### src/core/pgds_pkg.sv
// package: offsets, fields, resets, timing and types of the power-good/shutdown/sleep bank
package pgds_pkg;

	// register offsets on the serial bus
	localparam logic [7:0] OFS_PG_DELAY   = 8'h43;
	localparam logic [7:0] OFS_SHUTDOWN   = 8'h91;
	localparam logic [7:0] OFS_RAIL_A_SLP = 8'h92;
	localparam logic [7:0] OFS_RAIL_B_SLP = 8'h93;

	// field positions
	localparam int DLY_LSB      = 0;
	localparam int DLY_W        = 3;
	localparam int FORCE_SHUTDOWN_CMD_BIT     = 0;
	localparam int SLP_EN_BIT   = 0;
	localparam int SLP_CODE_LSB = 1;
	localparam int SLP_CODE_W   = 7;

	// reset values
	localparam logic [2:0] RST_PG_DELAY = 3'h0;
	localparam logic       RST_FORCE_SHUTDOWN_CMD     = 1'b0;
	localparam logic [6:0] RST_SLP_CODE = 7'h00;
	localparam logic       RST_SLP_EN   = 1'b0;

	// timing: delays count in ticks of TICK_US
	localparam int CLK_PERIOD_NS = 100;
	localparam int TICK_US       = 500;
	localparam int TICK_CYCLES   = (TICK_US * 1000) / CLK_PERIOD_NS;
	localparam int DLY_2P5MS_US  = 2500;
	localparam int DLY_5MS_US    = 5000;
	localparam int DLY_10MS_US   = 10000;
	localparam int DLY_15MS_US   = 15000;
	localparam int DLY_20MS_US   = 20000;
	localparam int DLY_50MS_US   = 50000;
	localparam int DLY_100MS_US  = 100000;

	typedef struct packed {
		logic [6:0] code;
		logic       en;
	} pgds_slp_t;

	typedef struct packed {
		logic [2:0] delay;
		logic       force_shutdown_cmd;
		pgds_slp_t  rail_a;
		pgds_slp_t  rail_b;
	} pgds_regs_t;

	typedef enum logic [2:0] {
		ST_IDLE,
		ST_ADDR,
		ST_SUB,
		ST_WR,
		ST_RD
	} pgds_bus_st_t;

endpackage

### src/core/pgds_regs.sv
// serial-bus register bank: power-good delay, forced shutdown and rail sleep control
`timescale 1ns/1ps
`default_nettype none

// Summary of operation
// start output-three delay only after all grouped rails regulate; assert good at expiry
// delay code 000..111 maps to 2.5, 5, 10, 15, 20, 50, 100 ms
// delay field has no effect when output three is bus-driven and not termination enable
// writing one to shutdown bit resets the device and every register
// shutdown bit clears itself after acting; writing zero does nothing
// the write setting the shutdown bit is not acknowledged; host expects that
// shutdown bit one starts the emergency shutdown sequence
// rail A sleep register: seven-bit code in bits 7:1, enable in bit 0
// rail A enable zero: always normal voltage code
// rail A enable one: sleep code while its sleep pin is low
// rail A sleep pin is a factory choice of control pin three or six
// rail B sleep register: seven-bit code in bits 7:1, enable in bit 0
// rail B enable zero: always normal voltage code
// rail B enable one: sleep code while its sleep pin is low
// rail B sleep pin is a factory choice of control pin three or six
// delay code 110 is treated as 50 ms
// reserved bits of delay and shutdown registers read zero, ignore writes
module pgds_regs #(
	parameter int         TICK_CYCLES = pgds_pkg::TICK_CYCLES,
	parameter logic [6:0] DEV_ADDR    = 7'h2A // arbitrary bus address
) (
	input  wire logic       clk_sys,
	input  wire logic       rst,
	input  wire logic       scl_in,
	input  wire logic       sda_in,
	output var  logic       sda_out,
	output var  logic       sda_oe,
	input  wire logic       out3_rails_in_reg,
	input  wire logic       out3_src_is_pg,
	input  wire logic       out3_vtt_use,
	input  wire logic       out3_bus_level,
	input  wire logic       control_pin_three_sleep_one_n,
	input  wire logic       control_pin_six_sleep_two_n,
	input  wire logic       rail_a_pin_sel_six,
	input  wire logic       rail_b_pin_sel_six,
	input  wire logic [6:0] rail_a_normal_voltage_code,
	input  wire logic [6:0] rail_b_normal_voltage_code,
	output var  logic       general_output_three,
	output var  logic       termination_ldo_enable,
	output var  logic [6:0] step_down_rail_a_code,
	output var  logic [6:0] step_down_rail_b_code,
	output var  logic       emergency_shutdown
);

	localparam logic [15:0] TICK_LAST = 16'(TICK_CYCLES - 1);

	// bus and register state
	pgds_pkg::pgds_regs_t   regs_q;
	pgds_pkg::pgds_regs_t   regs_d;
	pgds_pkg::pgds_bus_st_t st_q;
	pgds_pkg::pgds_bus_st_t st_d;
	logic [7:0]             shift_q;
	logic [7:0]             shift_d;
	logic [7:0]             ptr_q;
	logic [7:0]             ptr_d;
	logic [3:0]             cnt_q;
	logic [3:0]             cnt_d;
	logic                   in_ack_q;
	logic                   in_ack_d;
	logic                   oe_q;
	logic                   oe_d;
	logic                   scl_prev_q;
	logic                   sda_prev_q;
	logic                   shut_q;
	logic                   shut_d;

	// power-good timer state
	logic [15:0]            pre_q;
	logic [15:0]            pre_d;
	logic [7:0]             ticks_q;
	logic [7:0]             ticks_d;
	logic                   pg_q;
	logic                   pg_d;

	// output state
	logic                   out3_q;
	logic                   out3_d;
	logic                   ldo_q;
	logic                   ldo_d;
	logic [6:0]             code_a_q;
	logic [6:0]             code_a_d;
	logic [6:0]             code_b_q;
	logic [6:0]             code_b_d;

	logic                   scl_rise;
	logic                   scl_fall;
	logic                   bus_start;
	logic                   bus_stop;
	logic [7:0]             rd_byte;
	logic [7:0]             rd_next;
	logic [7:0]             target_ticks;
	logic                   sleep_a;
	logic                   sleep_b;

	// bus pins are taken as synchronous; only the previous sample is kept for edges
	assign scl_rise  = scl_in & ~scl_prev_q;
	assign scl_fall  = ~scl_in & scl_prev_q;
	assign bus_start = scl_in & scl_prev_q & sda_prev_q & ~sda_in;
	assign bus_stop  = scl_in & scl_prev_q & ~sda_prev_q & sda_in;

	function automatic logic [7:0] ticks_of(input logic [2:0] code);
		logic [7:0] t;
		t = 8'(pgds_pkg::DLY_100MS_US / pgds_pkg::TICK_US);
		case (code)
			3'h0: t = 8'(pgds_pkg::DLY_2P5MS_US / pgds_pkg::TICK_US);
			3'h1: t = 8'(pgds_pkg::DLY_5MS_US / pgds_pkg::TICK_US);
			3'h2: t = 8'(pgds_pkg::DLY_10MS_US / pgds_pkg::TICK_US);
			3'h3: t = 8'(pgds_pkg::DLY_15MS_US / pgds_pkg::TICK_US);
			3'h4: t = 8'(pgds_pkg::DLY_20MS_US / pgds_pkg::TICK_US);
			3'h5: t = 8'(pgds_pkg::DLY_50MS_US / pgds_pkg::TICK_US);
			3'h6: t = 8'(pgds_pkg::DLY_50MS_US / pgds_pkg::TICK_US);
			default: t = 8'(pgds_pkg::DLY_100MS_US / pgds_pkg::TICK_US);
		endcase
		return t;
	endfunction

	function automatic logic [7:0] read_reg(input logic [7:0] a, input pgds_pkg::pgds_regs_t r);
		logic [7:0] v;
		v = 8'h00;
		if (a == pgds_pkg::OFS_PG_DELAY) begin
			v[pgds_pkg::DLY_LSB +: pgds_pkg::DLY_W] = r.delay;
		end else if (a == pgds_pkg::OFS_SHUTDOWN) begin
			v[pgds_pkg::FORCE_SHUTDOWN_CMD_BIT] = r.force_shutdown_cmd;
		end else if (a == pgds_pkg::OFS_RAIL_A_SLP) begin
			v = {r.rail_a.code, r.rail_a.en};
		end else if (a == pgds_pkg::OFS_RAIL_B_SLP) begin
			v = {r.rail_b.code, r.rail_b.en};
		end
		return v;
	endfunction

	assign rd_byte = read_reg(ptr_q, regs_q);
	assign rd_next = read_reg(ptr_q + 8'h01, regs_q);

	// serial slave and register file
	always_comb begin
		regs_d   = regs_q;
		st_d     = st_q;
		shift_d  = shift_q;
		ptr_d    = ptr_q;
		cnt_d    = cnt_q;
		in_ack_d = in_ack_q;
		oe_d     = oe_q;
		shut_d   = 1'b0;
		if (regs_q.force_shutdown_cmd) begin
			// the command acted last cycle: registers and bus state return to reset
			regs_d.delay       = pgds_pkg::RST_PG_DELAY;
			regs_d.force_shutdown_cmd        = pgds_pkg::RST_FORCE_SHUTDOWN_CMD;
			regs_d.rail_a.code = pgds_pkg::RST_SLP_CODE;
			regs_d.rail_a.en   = pgds_pkg::RST_SLP_EN;
			regs_d.rail_b.code = pgds_pkg::RST_SLP_CODE;
			regs_d.rail_b.en   = pgds_pkg::RST_SLP_EN;
			st_d               = pgds_pkg::ST_IDLE;
			shift_d            = 8'h00;
			ptr_d              = 8'h00;
			cnt_d              = 4'h0;
			in_ack_d           = 1'b0;
			oe_d               = 1'b0;
		end else if (bus_start) begin
			st_d     = pgds_pkg::ST_ADDR;
			cnt_d    = 4'h0;
			in_ack_d = 1'b0;
			oe_d     = 1'b0;
		end else if (bus_stop) begin
			st_d     = pgds_pkg::ST_IDLE;
			in_ack_d = 1'b0;
			oe_d     = 1'b0;
		end else if (st_q == pgds_pkg::ST_RD) begin
			if (scl_rise) begin
				if (!in_ack_q) begin
					cnt_d = cnt_q + 4'h1;
				end else if (sda_in) begin
					// master refused the byte: transfer over
					st_d     = pgds_pkg::ST_IDLE;
					in_ack_d = 1'b0;
				end
			end else if (scl_fall) begin
				if (in_ack_q) begin
					ptr_d    = ptr_q + 8'h01;
					shift_d  = rd_next;
					oe_d     = ~rd_next[7];
					cnt_d    = 4'h0;
					in_ack_d = 1'b0;
				end else if (cnt_q == 4'h8) begin
					oe_d     = 1'b0;
					in_ack_d = 1'b1;
				end else begin
					shift_d = {shift_q[6:0], 1'b0};
					oe_d    = ~shift_q[6];
				end
			end
		end else if (st_q != pgds_pkg::ST_IDLE) begin
			if (scl_rise && !in_ack_q) begin
				shift_d = {shift_q[6:0], sda_in};
				cnt_d   = cnt_q + 4'h1;
			end else if (scl_fall && in_ack_q) begin
				// end of acknowledge slot
				oe_d     = 1'b0;
				in_ack_d = 1'b0;
				cnt_d    = 4'h0;
				if (st_q == pgds_pkg::ST_ADDR) begin
					if (shift_q[0]) begin
						st_d    = pgds_pkg::ST_RD;
						shift_d = rd_byte;
						oe_d    = ~rd_byte[7];
					end else begin
						st_d = pgds_pkg::ST_SUB;
					end
				end else begin
					st_d = pgds_pkg::ST_WR;
				end
			end else if (scl_fall && cnt_q == 4'h8) begin
				in_ack_d = 1'b1;
				oe_d     = 1'b1;
				if (st_q == pgds_pkg::ST_ADDR) begin
					if (shift_q[7:1] != DEV_ADDR) begin
						st_d     = pgds_pkg::ST_IDLE;
						in_ack_d = 1'b0;
						oe_d     = 1'b0;
					end
				end else if (st_q == pgds_pkg::ST_SUB) begin
					ptr_d = shift_q;
				end else begin
					ptr_d = ptr_q + 8'h01;
					if (ptr_q == pgds_pkg::OFS_PG_DELAY) begin
						regs_d.delay = shift_q[pgds_pkg::DLY_LSB +: pgds_pkg::DLY_W];
					end else if (ptr_q == pgds_pkg::OFS_SHUTDOWN) begin
						if (shift_q[pgds_pkg::FORCE_SHUTDOWN_CMD_BIT]) begin
							// no acknowledge: the device is going down
							regs_d.force_shutdown_cmd = 1'b1;
							shut_d      = 1'b1;
							st_d        = pgds_pkg::ST_IDLE;
							in_ack_d    = 1'b0;
							oe_d        = 1'b0;
						end
						// a zero written here is acknowledged and does nothing
					end else if (ptr_q == pgds_pkg::OFS_RAIL_A_SLP) begin
						regs_d.rail_a.code = shift_q[pgds_pkg::SLP_CODE_LSB +: pgds_pkg::SLP_CODE_W];
						regs_d.rail_a.en   = shift_q[pgds_pkg::SLP_EN_BIT];
					end else if (ptr_q == pgds_pkg::OFS_RAIL_B_SLP) begin
						regs_d.rail_b.code = shift_q[pgds_pkg::SLP_CODE_LSB +: pgds_pkg::SLP_CODE_W];
						regs_d.rail_b.en   = shift_q[pgds_pkg::SLP_EN_BIT];
					end
				end
			end
		end
	end

	always_ff @(posedge clk_sys or posedge rst) begin
		if (rst) begin
			regs_q     <= '{delay: pgds_pkg::RST_PG_DELAY, force_shutdown_cmd: pgds_pkg::RST_FORCE_SHUTDOWN_CMD,
				rail_a: '{pgds_pkg::RST_SLP_CODE, pgds_pkg::RST_SLP_EN},
				rail_b: '{pgds_pkg::RST_SLP_CODE, pgds_pkg::RST_SLP_EN}};
			st_q       <= pgds_pkg::ST_IDLE;
			shift_q    <= 8'h00;
			ptr_q      <= 8'h00;
			cnt_q      <= 4'h0;
			in_ack_q   <= 1'b0;
			oe_q       <= 1'b0;
			scl_prev_q <= 1'b1;
			sda_prev_q <= 1'b1;
			shut_q     <= 1'b0;
		end else begin
			regs_q     <= regs_d;
			st_q       <= st_d;
			shift_q    <= shift_d;
			ptr_q      <= ptr_d;
			cnt_q      <= cnt_d;
			in_ack_q   <= in_ack_d;
			oe_q       <= oe_d;
			scl_prev_q <= scl_in;
			sda_prev_q <= sda_in;
			shut_q     <= shut_d;
		end
	end

	// power-good delay timer; the code is read live so a rewrite retimes a running delay
	assign target_ticks = ticks_of(regs_q.delay);

	always_comb begin
		pre_d   = pre_q;
		ticks_d = ticks_q;
		pg_d    = pg_q;
		if (regs_q.force_shutdown_cmd || !out3_rails_in_reg) begin
			pre_d   = 16'h0000;
			ticks_d = 8'h00;
			pg_d    = 1'b0;
		end else if (!pg_q) begin
			if (pre_q == TICK_LAST) begin
				pre_d   = 16'h0000;
				ticks_d = ticks_q + 8'h01;
				if (ticks_q + 8'h01 >= target_ticks) begin
					pg_d = 1'b1;
				end
			end else begin
				pre_d = pre_q + 16'h0001;
			end
		end
	end

	always_ff @(posedge clk_sys or posedge rst) begin
		if (rst) begin
			pre_q   <= 16'h0000;
			ticks_q <= 8'h00;
			pg_q    <= 1'b0;
		end else begin
			pre_q   <= pre_d;
			ticks_q <= ticks_d;
			pg_q    <= pg_d;
		end
	end

	// sleep pin selection is a strap; software has no path to it
	assign sleep_a = rail_a_pin_sel_six ? ~control_pin_six_sleep_two_n
		: ~control_pin_three_sleep_one_n;
	assign sleep_b = rail_b_pin_sel_six ? ~control_pin_six_sleep_two_n
		: ~control_pin_three_sleep_one_n;

	always_comb begin
		// bus-driven output three ignores the timer entirely
		out3_d   = out3_src_is_pg ? pg_q : out3_bus_level;
		ldo_d    = out3_vtt_use & pg_q;
		code_a_d = rail_a_normal_voltage_code;
		if (regs_q.rail_a.en && sleep_a) begin
			code_a_d = regs_q.rail_a.code;
		end
		code_b_d = rail_b_normal_voltage_code;
		if (regs_q.rail_b.en && sleep_b) begin
			code_b_d = regs_q.rail_b.code;
		end
		if (regs_q.force_shutdown_cmd) begin
			out3_d   = 1'b0;
			ldo_d    = 1'b0;
		end
	end

	always_ff @(posedge clk_sys or posedge rst) begin
		if (rst) begin
			out3_q   <= 1'b0;
			ldo_q    <= 1'b0;
			code_a_q <= 7'h00;
			code_b_q <= 7'h00;
		end else begin
			out3_q   <= out3_d;
			ldo_q    <= ldo_d;
			code_a_q <= code_a_d;
			code_b_q <= code_b_d;
		end
	end

	assign sda_out                = 1'b0;
	assign sda_oe                 = oe_q;
	assign general_output_three   = out3_q;
	assign termination_ldo_enable = ldo_q;
	assign step_down_rail_a_code  = code_a_q;
	assign step_down_rail_b_code  = code_b_q;
	assign emergency_shutdown     = shut_q;

endmodule

`default_nettype wire

### config.mk
export PLATFORM = sky130hd
export DESIGN_NAME = pgds_regs
export DESIGN_NICKNAME = d
export VERILOG_FILES = /design/src/core/pgds_pkg.sv /design/src/core/pgds_regs.sv
export SDC_FILE = /design/constraint.sdc
export NUM_CORES = 1
export LEC_CHECK = 0
export BUFFER_PORTS_ARGS = -buffer_cell sky130_fd_sc_hd__buf_2
export CORE_MARGIN = 4
export CORE_UTILIZATION = 55
export CTS_CLUSTER_SIZE = 10
export DETAILED_ROUTE_END_ITERATION = 10
export HOLD_SLACK_MARGIN = 0.06
export PLACE_DENSITY = 0.74
export SETUP_SLACK_MARGIN = 0.05
export SLEW_MARGIN = 10
export SYNTH_ARGS = -nofsm -noshare
export SYNTH_HDL_FRONTEND = slang
export SYNTH_SLANG_ARGS = --single-unit
### constraint.sdc
create_clock -name clk_sys -period 4.46 [get_ports clk_sys]
set_clock_uncertainty 0.05 [all_clocks]
set_input_delay 1.115 -clock clk_sys [delete_from_list [all_inputs] [get_ports clk_sys]]
set_output_delay 1.115 -clock clk_sys [all_outputs]
set_load 0.01 [all_outputs]
; Word-level counts from Yosys, hierarchy flattened
; Cells that the tools add are included.
; W data, S select, Z words.
[totals]
latch_bits = 0
in_bits = 26
mem_count = 0
output_inout_bits = 19
ram_bits = 0
reg_bits = 89
rom_bits = 0
wordCells = 284
[classes]
bitwise = 17
div_mod_pow = 0
n_eq_ne = 52
n_addsub = 4
magnitude_cmp = 1
mul = 0
shift = 0
n_reduce_logical = 39
n_mux = 148
[op_table]
columns = op, count
row1 = $mux W8, 36
row2 = $mux W20, 10
row3 = $mux W3, 22
row4 = $mux W16, 4
row5 = $mux W1, 57
row6 = $eq A8 B8 Y1 const B, 6
row7 = $pmux W8 S6, 1
row8 = $ne A5 B5 Y1 const B, 9
row9 = $mux W4, 11
row10 = $mux W7, 4
row11 = $ne A3 B3 Y1 const B, 7
row12 = $ne A2 B2 Y1 const B, 10
row13 = $reduce_and A10 Y1, 2
row14 = $mux W17, 1
row15 = $add A16 B1 Y16 const B, 1
row16 = $add A8 B1 Y8 const B, 2
row17 = $eq A16 B13 Y1 const B, 1
row18 = $eq A8 B7 Y1 const B, 2
row19 = $reduce_bool A4 Y1, 4
row20 = $ne A7 B6 Y1 const B, 2
row21 = $reduce_bool A7 Y1, 2
row22 = $reduce_and A13 Y1, 1
row23 = $eq A3 B3 Y1 const B, 4
row24 = $reduce_and A12 Y1, 1
row25 = other kinds (29), 61

; Logic depth before layout (Yosys ltp)
; Gate-level depths: netlist of run 1.
[logic_depth]
ltp_word = 15
depth_mapped = 10
ltp_nobuf = 9

; Least setup slack after synthesis of run 1
; OpenSTA, ideal clock, no wires.
[synth_timing]
kind = input port to flip-flop
startpoint = input scl_in
endpoint = register ptr_q[0]
setup_time_ns = 0.066
arrival_ns = 2.395
cell_stages = 7
slack_ns = 1.949
n_path_buf = 1
required_time_ns = 4.344
path_cell_list = nor2b_1 clkbuf_2 o21ai_0 a221oi_2 nor2_2 a2111oi_0 a221o_1
[synth_between]
elab_chain_cells = 5
elab_cells_between_ends = 19
classes_between = eq/ne: 6 / bitwise: 8 / reduce/logical: 5
[synth_rtl]
columns = element, line_no
row1 = "start, declared", pgds_regs.sv:29  ; input wire logic scl_in,
row2 = $and A1 B1 Y1 or $not A1 Y1 (tied branches), "pgds_regs.sv:103, pgds_regs.sv:104, pgds_regs.sv:102"
row3 = "$and A1 B1 Y1, on equally long branches", "pgds_regs.sv:104, pgds_regs.sv:102, pgds_regs.sv:103"
row4 = $and A1 B1 Y1 (tied with other cells), pgds_regs.sv:104  ; assign bus_stop = scl_in & scl_prev_q & ~sda_prev_q & sda_in;
row5 = $ne A2 B2 Y1 (no line) (tied with other cells), -
row6 = $reduce_and A10 Y1 (no line) *, -
row7 = "end signal, assigned", pgds_regs.sv:272  ; ptr_q <= ptr_d;
row8 = "end, declared", pgds_regs.sv:59  ; logic [7:0] ptr_q;
; Every way passes the cells marked *; elsewhere a longest branch is shown, timed or not.
; A chain may end at the register's enable or synchronous reset.

; Worst setup path after layout of run 1
[layout_timing]
startpoint = register ptr_q[0]
endpoint = register shift_q[4]
[layout_between]
elab_chain_cells = 14
elab_cells_between_ends = 29
classes_between = add/sub: 1 / eq/ne: 8 / mux: 20
[layout_rtl]
columns = element, line_no
row1 = "parallel branches: the longest is 10 deep, another holds $add A8 B1 Y8", -
row2 = $mux W8 *, pgds_regs.sv:173  ; end else if (st_q == pgds_pkg::ST_RD) begin
row3 = $mux W8 *, pgds_regs.sv:169  ; end else if (bus_stop) begin
row4 = $mux W8 *, pgds_regs.sv:164  ; end else if (bus_start) begin
row5 = $mux W8 *, pgds_regs.sv:150  ; if (regs_q.force_shutdown_cmd) begin
row6 = "end signal, assigned", pgds_regs.sv:271  ; shift_q <= shift_d;
row7 = "end, declared", pgds_regs.sv:57  ; logic [7:0] shift_q;
; Every way passes the cells marked *. The select of a mux whose other input is x is not followed.

==> impl_metrics.py, run 1 <==
metrics = {
    "floorplan": {
        "pin_count": 45,
        "num_rows": 36,
        "fp.dieArea_mm2": 0.0115,
        "die_h_um": 107,
        "core_area_mm2": 0.00968,
        "die_x_um": 107,
        "start_util": 0.561,
    },
    "synthesis": {
        "synthCells": 562,
        "netlist.area_leader.share": 0.396,
        "netlist_area_mm2": 0.00543,
        "ys_ff_latch": 88,
        "synth.largest_area_cell": "dfrtp_1",
        "seq_area_frac_synth": 0.406,
        "ys_warn_count": 0,
        "syn-num-nets": 604,
        "post_synth_num_cell_types": 74,
        "avgSynthCellArea_um2": 9.66,
        "synth.area.top_cells": "dfrtp_1, mux2_2, ha_1, nand2_1, o21ai_0",
        "synthFlopType": "dfrtp_1",
        "async_flop_share": 1.00,
        "synth-edff-count": 0,
    },
    "final_layout": {
        "layout_commonest_cell": "dfrtp_1",
        "instances_no_fill": 730,
        "syn_to_final_growth_pct": 9.12,
        "drive_above_1_share": 0.199,
        "nets": 634,
        "antenna_cells": 0,
        "nFillCells": 836,
        "postLayoutCellArea_mm2": 0.00593,
        "final_cell_mix": "dfrtp_1, nand2_1, nor2_1, buf_2, o21ai_0",
        "multi_input_area_mm2": 0.00302,
        "final-seq-area_mm2": 0.00220,
    },
    "drt": {
        "drt-pass1-iter-count": 5,
        "routed_wl_um": 12900,
        "drc_errors": 0,
        "via_per_inst": 6.16,
        "wl_per_cell_um": 17.6,
        "routed-via-count": 4500,
        "drt-initial-drc-count": 248,
        "ant_nets": 0,
    },
    "clock_tree": {
        "path_clk_slew_ns": 0.09,
        "cts_inserted_buffers": 9,
        "htreeDepth": 3,
        "clockBufferDepth": 2,
        "cts_root_buf": "clkbuf_8",
        "clk_latency_ns": 0.36,
        "clkSinkCount": 88,
        "cts_tree": "yes",
        "holdBufCountCts": 0,
        "ctsResizeCount": 0,
        "cts_post_setup_buffers_inserted": 0,
    },
    "worst_setup_path": {
        "reg2reg_depth": 7,
        "required_ns": 4.71,
        "end_kind": "register",
        "path_class": "reg2reg",
        "r2r-end": "shift_q[4]",
        "reg2reg_slack_ns": 1.61,
        "timing.rr.start": "ptr_q[0]",
        "critPathMaxFanout": 15,
        "arrival_ns": 3.10,
        "start_kind": "register",
    },
    "sta": {
        "rsz0062_at_grt": "no",
        "hold_violations": 0,
        "fmaxAchievable_ghz": 0.351,
        "drv_slew": 0,
        "period_needed_ns": 2.85,
        "hold-worst-slack_ns": 0.481,
        "worst_slew_pin_slew_ns": 0.916,
        "maxSlewHeadroom": 0.387,
        "fin_setup_tns_ns": 0,
        "setup_viol_count_final": 0,
        "fin_crit_sh": 0.639,
    },
    "run": {
        "cap_violations": 0,
    },
    "power": {
        "ir_worst_vdd_mv": 0.228,
        "p_total_mw": 2.36,
        "powerDensity_mw_per_mm2": 398,
        "power_leakage_nw": 2.57,
    },
    "placed_design": {
        "hpwl_um": 9220,
        "placed_area_mm2": 0.00570,
        "place_congestion": 0.878,
        "dpl.cell_count": 714,
        "port_buffers": 43,
    },
    "hold_path": {
        "whs_path_depth": 2,
        "hp-start": "sda_oe",
        "min_to": "sda_oe",
        "hold_path.class": "reg2reg",
    },
    "global_routing": {
        "grt_max_degree": 89,
        "first_global_vias": 4396,
        "grt_overflow": 0,
        "grt_use_total": 0.235,
        "grt_pass1_wl_um": 21700,
        "antenna_found_initial": 0,
    },
    "run_status": {
        "status": "finished, final reports clean",
    },
}
## metal layers
metal	global-route usage	wire length, µm	vias to the layer above
met5	0	0	-
met4	0.0794	275	0
met3	0.0450	673	26
met2	0.390	6300	148
met1	0.310	5640	2207
li1	-	-	2119
## critical path, stage by stage, from the launching register on
cell and delay (ns):
dfrtp_1 0.51, ha_1 0.58, and3_1 0.41, xnor2_2 0.11, nor4b_4 0.32, nand4_1 0.28
o221ai_1 0.31, mux2_2 0.20
## cells by family after synthesis
family / share of synthesized area
xor gates and xnor gates: 0.0336
and+or+nand+nor: 0.226
AOI/OAI and AO/OA: 0.162
muxes: 0.0972
other: 0.000690
adders and majority gates: 0.0369
buffers and inverters: 0.0380
DFF: 0.406
## flip-flops by register name, summed over array words and instances, names as in the netlist
name and cells:
regs_q 20, pre_q 16, ptr_q 8, shift_q 8, ticks_q 8, step_down_rail_a_code 7
step_down_rail_b_code 7, cnt_q 4, st_q 3, general_output_three 1, in_ack_q 1, pg_q 1
scl_prev_q 1, sda_oe 1, sda_prev_q 1, termination_ldo_enable 1
## worst max-delay path by stage
| stage | start | end | cells after the start |
|---|---|---|---|
| 3_5_place_dp | scl_in | ptr_q[0] | 7 |
| 6_report | ptr_q[0] | shift_q[4] | 7 |
| 4_1_cts | ptr_q[0] | shift_q[4] | 7 |
| 3_3_place_gp | scl_in | ptr_q[0] | 7 |
| 2_1_floorplan | rst | cnt_q[0] | 1 |
| 5_1_grt | ptr_q[0] | shift_q[4] | 7 |
## layout make-up
cell class / count / area share
Clock buffer: 10 / 0.0232
Clock inverter: 6 / 0.0152
Inverter: 15 / 0.00971
Multi-Input combinational cell: 432 / 0.510
Sequential cell: 88 / 0.372
Tap cell: 133 / 0.0281
Timing Repair Buffer: 46 / 0.0422
## power breakdown
part / leakage, nW / internal [mW] / switching [mW] / total (mW)
Combinational: 1.29 / 0.260 / 0.418 / 0.678
Sequential: 1.17 / 0.875 / 0.163 / 1.04
Clock: 0.113 / 0.334 / 0.306 / 0.640
Total: 2.57 / 1.47 / 0.886 / 2.36
## cells in the mapped netlist, types with 5 or more instances
master and count:
nand4_1 13, nand3_1 22, nand2b_1 10, nor3_1 16, dfrtp_1 86, a22o_1 10, nor2b_1 8, nor3b_1 5
xnor2_1 8, mux2_2 33, clkbuf_1 11, buf_2 7, and2_1 8, nand2_1 51, nor2_1 47, a21oi_1 20
o21ai_0 37, and3_1 12, a22oi_1 9, mux2i_1 10, ha_1 16, mux2_1 5, xor2_1 11, inv_1 15
## through the flow
| step | setup slack (ns) | utilization |
|---|---|---|
| after global placement | 1.49 | 0.589 |
| after CTS | 1.67 | 0.612 |
| after floorplan | 1.02 | - |
| after detailed placement | 1.44 | 0.589 |
| final | 1.61 | 0.612 |
| after global routing | 1.39 | 0.612 |
Note: power is estimated with default switching activity, not from simulation.
==> inputs of run 2 (changes only) <==
- clock period: 4.46 -> 2.9 ns (I/O delays scaled with it)
==> run 2 against run 1 <==
Global-route usage rose by 0.053 points. Critical path depth rose by 1. Cell area rose by 1.0%. Fmax rose by 14%.
==> impl_metrics.py, run 2 (synthesized netlist as in run 1, its figures left out) <==
metrics = {
    "drt": {
        "wl_per_cell_um": 17.3,
        "drc_errors": 0,
        "ant_nets": 0,
        "routed-via-count": 4538,
        "drt-initial-drc-count": 273,
        "via_per_inst": 6.12,
        "routed_wl_um": 12800,
        "drt-pass1-iter-count": 5,
    },
    "clock_tree": {
        "cts_inserted_buffers": 9,
        "cts_root_buf": "clkbuf_8",
        "path_clk_slew_ns": 0.09,
        "cts_tree": "yes",
        "clk_latency_ns": 0.38,
        "holdBufCountCts": 0,
        "htreeDepth": 3,
        "ctsResizeCount": 0,
        "clockBufferDepth": 2,
        "cts_post_setup_buffers_inserted": 0,
        "clkSinkCount": 88,
    },
    "global_routing": {
        "grt_pass1_wl_um": 21700,
        "antenna_found_initial": 0,
        "first_global_vias": 4436,
        "grt_overflow": 0,
        "grt_use_total": 0.235,
        "grt_max_degree": 35,
    },
    "final_layout": {
        "syn_to_final_growth_pct": 10.2,
        "utilization": 0.618,
        "largest_reg_flops": 20,
        "final_cell_mix": "dfrtp_1, nand2_1, nor2_1, buf_2, o21ai_0",
        "antenna_cells": 0,
        "top_register": "regs_q",
        "top_regs": "regs_q: 20 flops, pre_q: 16 flops",
        "drive_above_1_share": 0.214,
        "instances_no_fill": 741,
        "layout_commonest_cell": "dfrtp_1",
        "postLayoutCellArea_mm2": 0.00599,
        "nets": 645,
    },
    "power": {
        "ir_worst_vdd_mv": 0.283,
        "p_total_mw": 3.56,
        "powerDensity_mw_per_mm2": 594,
        "power_leakage_nw": 2.61,
    },
    "sta": {
        "setup_viol_count_final": 0,
        "hold_violations": 0,
        "hold-worst-slack_ns": 0.339,
        "fin_crit_sh": 0.861,
        "setup_slack_ns": 0.402,
        "worst_slew_pin_slew_ns": 0.785,
        "rsz0062_at_grt": "no",
        "fin_setup_tns_ns": 0,
        "drv_slew": 0,
        "period_needed_ns": 2.50,
        "fmaxAchievable_ghz": 0.400,
        "maxSlewHeadroom": 0.471,
    },
    "placed_design": {
        "port_buffers": 43,
        "place_congestion": 0.949,
        "place_ws_ns": 0.446,
        "placed_area_mm2": 0.00578,
        "hpwl_um": 9690,
        "dpl.cell_count": 725,
    },
    "floorplan": {
        "fp.dieArea_mm2": 0.0115,
        "die_x_um": 107,
        "num_rows": 36,
        "pin_count": 45,
        "die_h_um": 107,
        "start_util": 0.561,
        "core_area_mm2": 0.00968,
    },
    "worst_setup_path": {
        "start_kind": "register",
        "end_kind": "register",
        "path_class": "reg2reg",
        "arrival_ns": 2.77,
        "required_ns": 3.17,
        "critPathMaxFanout": 10,
    },
    "run_status": {
        "status": "finished, final reports clean",
    },
    "hold_path": {
        "hold_path.class": "in2async",
    },
    "run": {
        "cap_violations": 0,
    },
}
-- run 2: path summary, 6_finish.rpt --
| path | from | endpoint | slack, ns | cells past startpoint |
|---|---|---|---|---|
| setup reg to reg | cnt_q[0] | ptr_q[0] | 0.40 | 8 |
| setup / recovery | cnt_q[0] | ptr_q[0] | 0.40 | 8 |
| hold reg to reg | pre_q[15] | pre_q[15] | 0.46 | 1 |
| hold / removal | rst | sda_oe | 0.34 | 2 |
| max in group asynchronous | rst | regs_q[8] | 1.84 | 3 |
| min in group clk_sys | scl_in | scl_prev_q | 0.44 | 1 |
-- run 2: final cells by class --
type	count	area, µm²
multi-input combinational	432	3020
sequential	88	2200
clock buffer	10	138
fill	804	3700
clock inverter	6	65.1
inverter	15	60.1
tap	133	166
timing repair buffer	57	333
-- run 2: per-layer routing --
layer	track usage	routed length, µm	vias to the layer above
met2	0.395	6250	159
met5	0	0	-
met4	0.0929	395	0
met1	0.297	5490	2204
li1	-	-	2140
met3	0.0510	697	35
-- run 2: worst max-delay path, cell delays in order, from the launching register on --
cell	delay [ns]
dfrtp_1	0.41
inv_1	0.10
ha_1	0.19
nor4bb_1	0.49
nand3_1	0.16
a221oi_2	0.33
nor2_2	0.15
a2111oi_0	0.40
a221o_1	0.17
-- run 2: report_power, final --
group	switching, mW	internal, mW	total [mW]
logic	0.663	0.440	1.10
clock network	0.475	0.425	0.900
registers	0.208	1.35	1.55
total	1.35	2.21	3.56
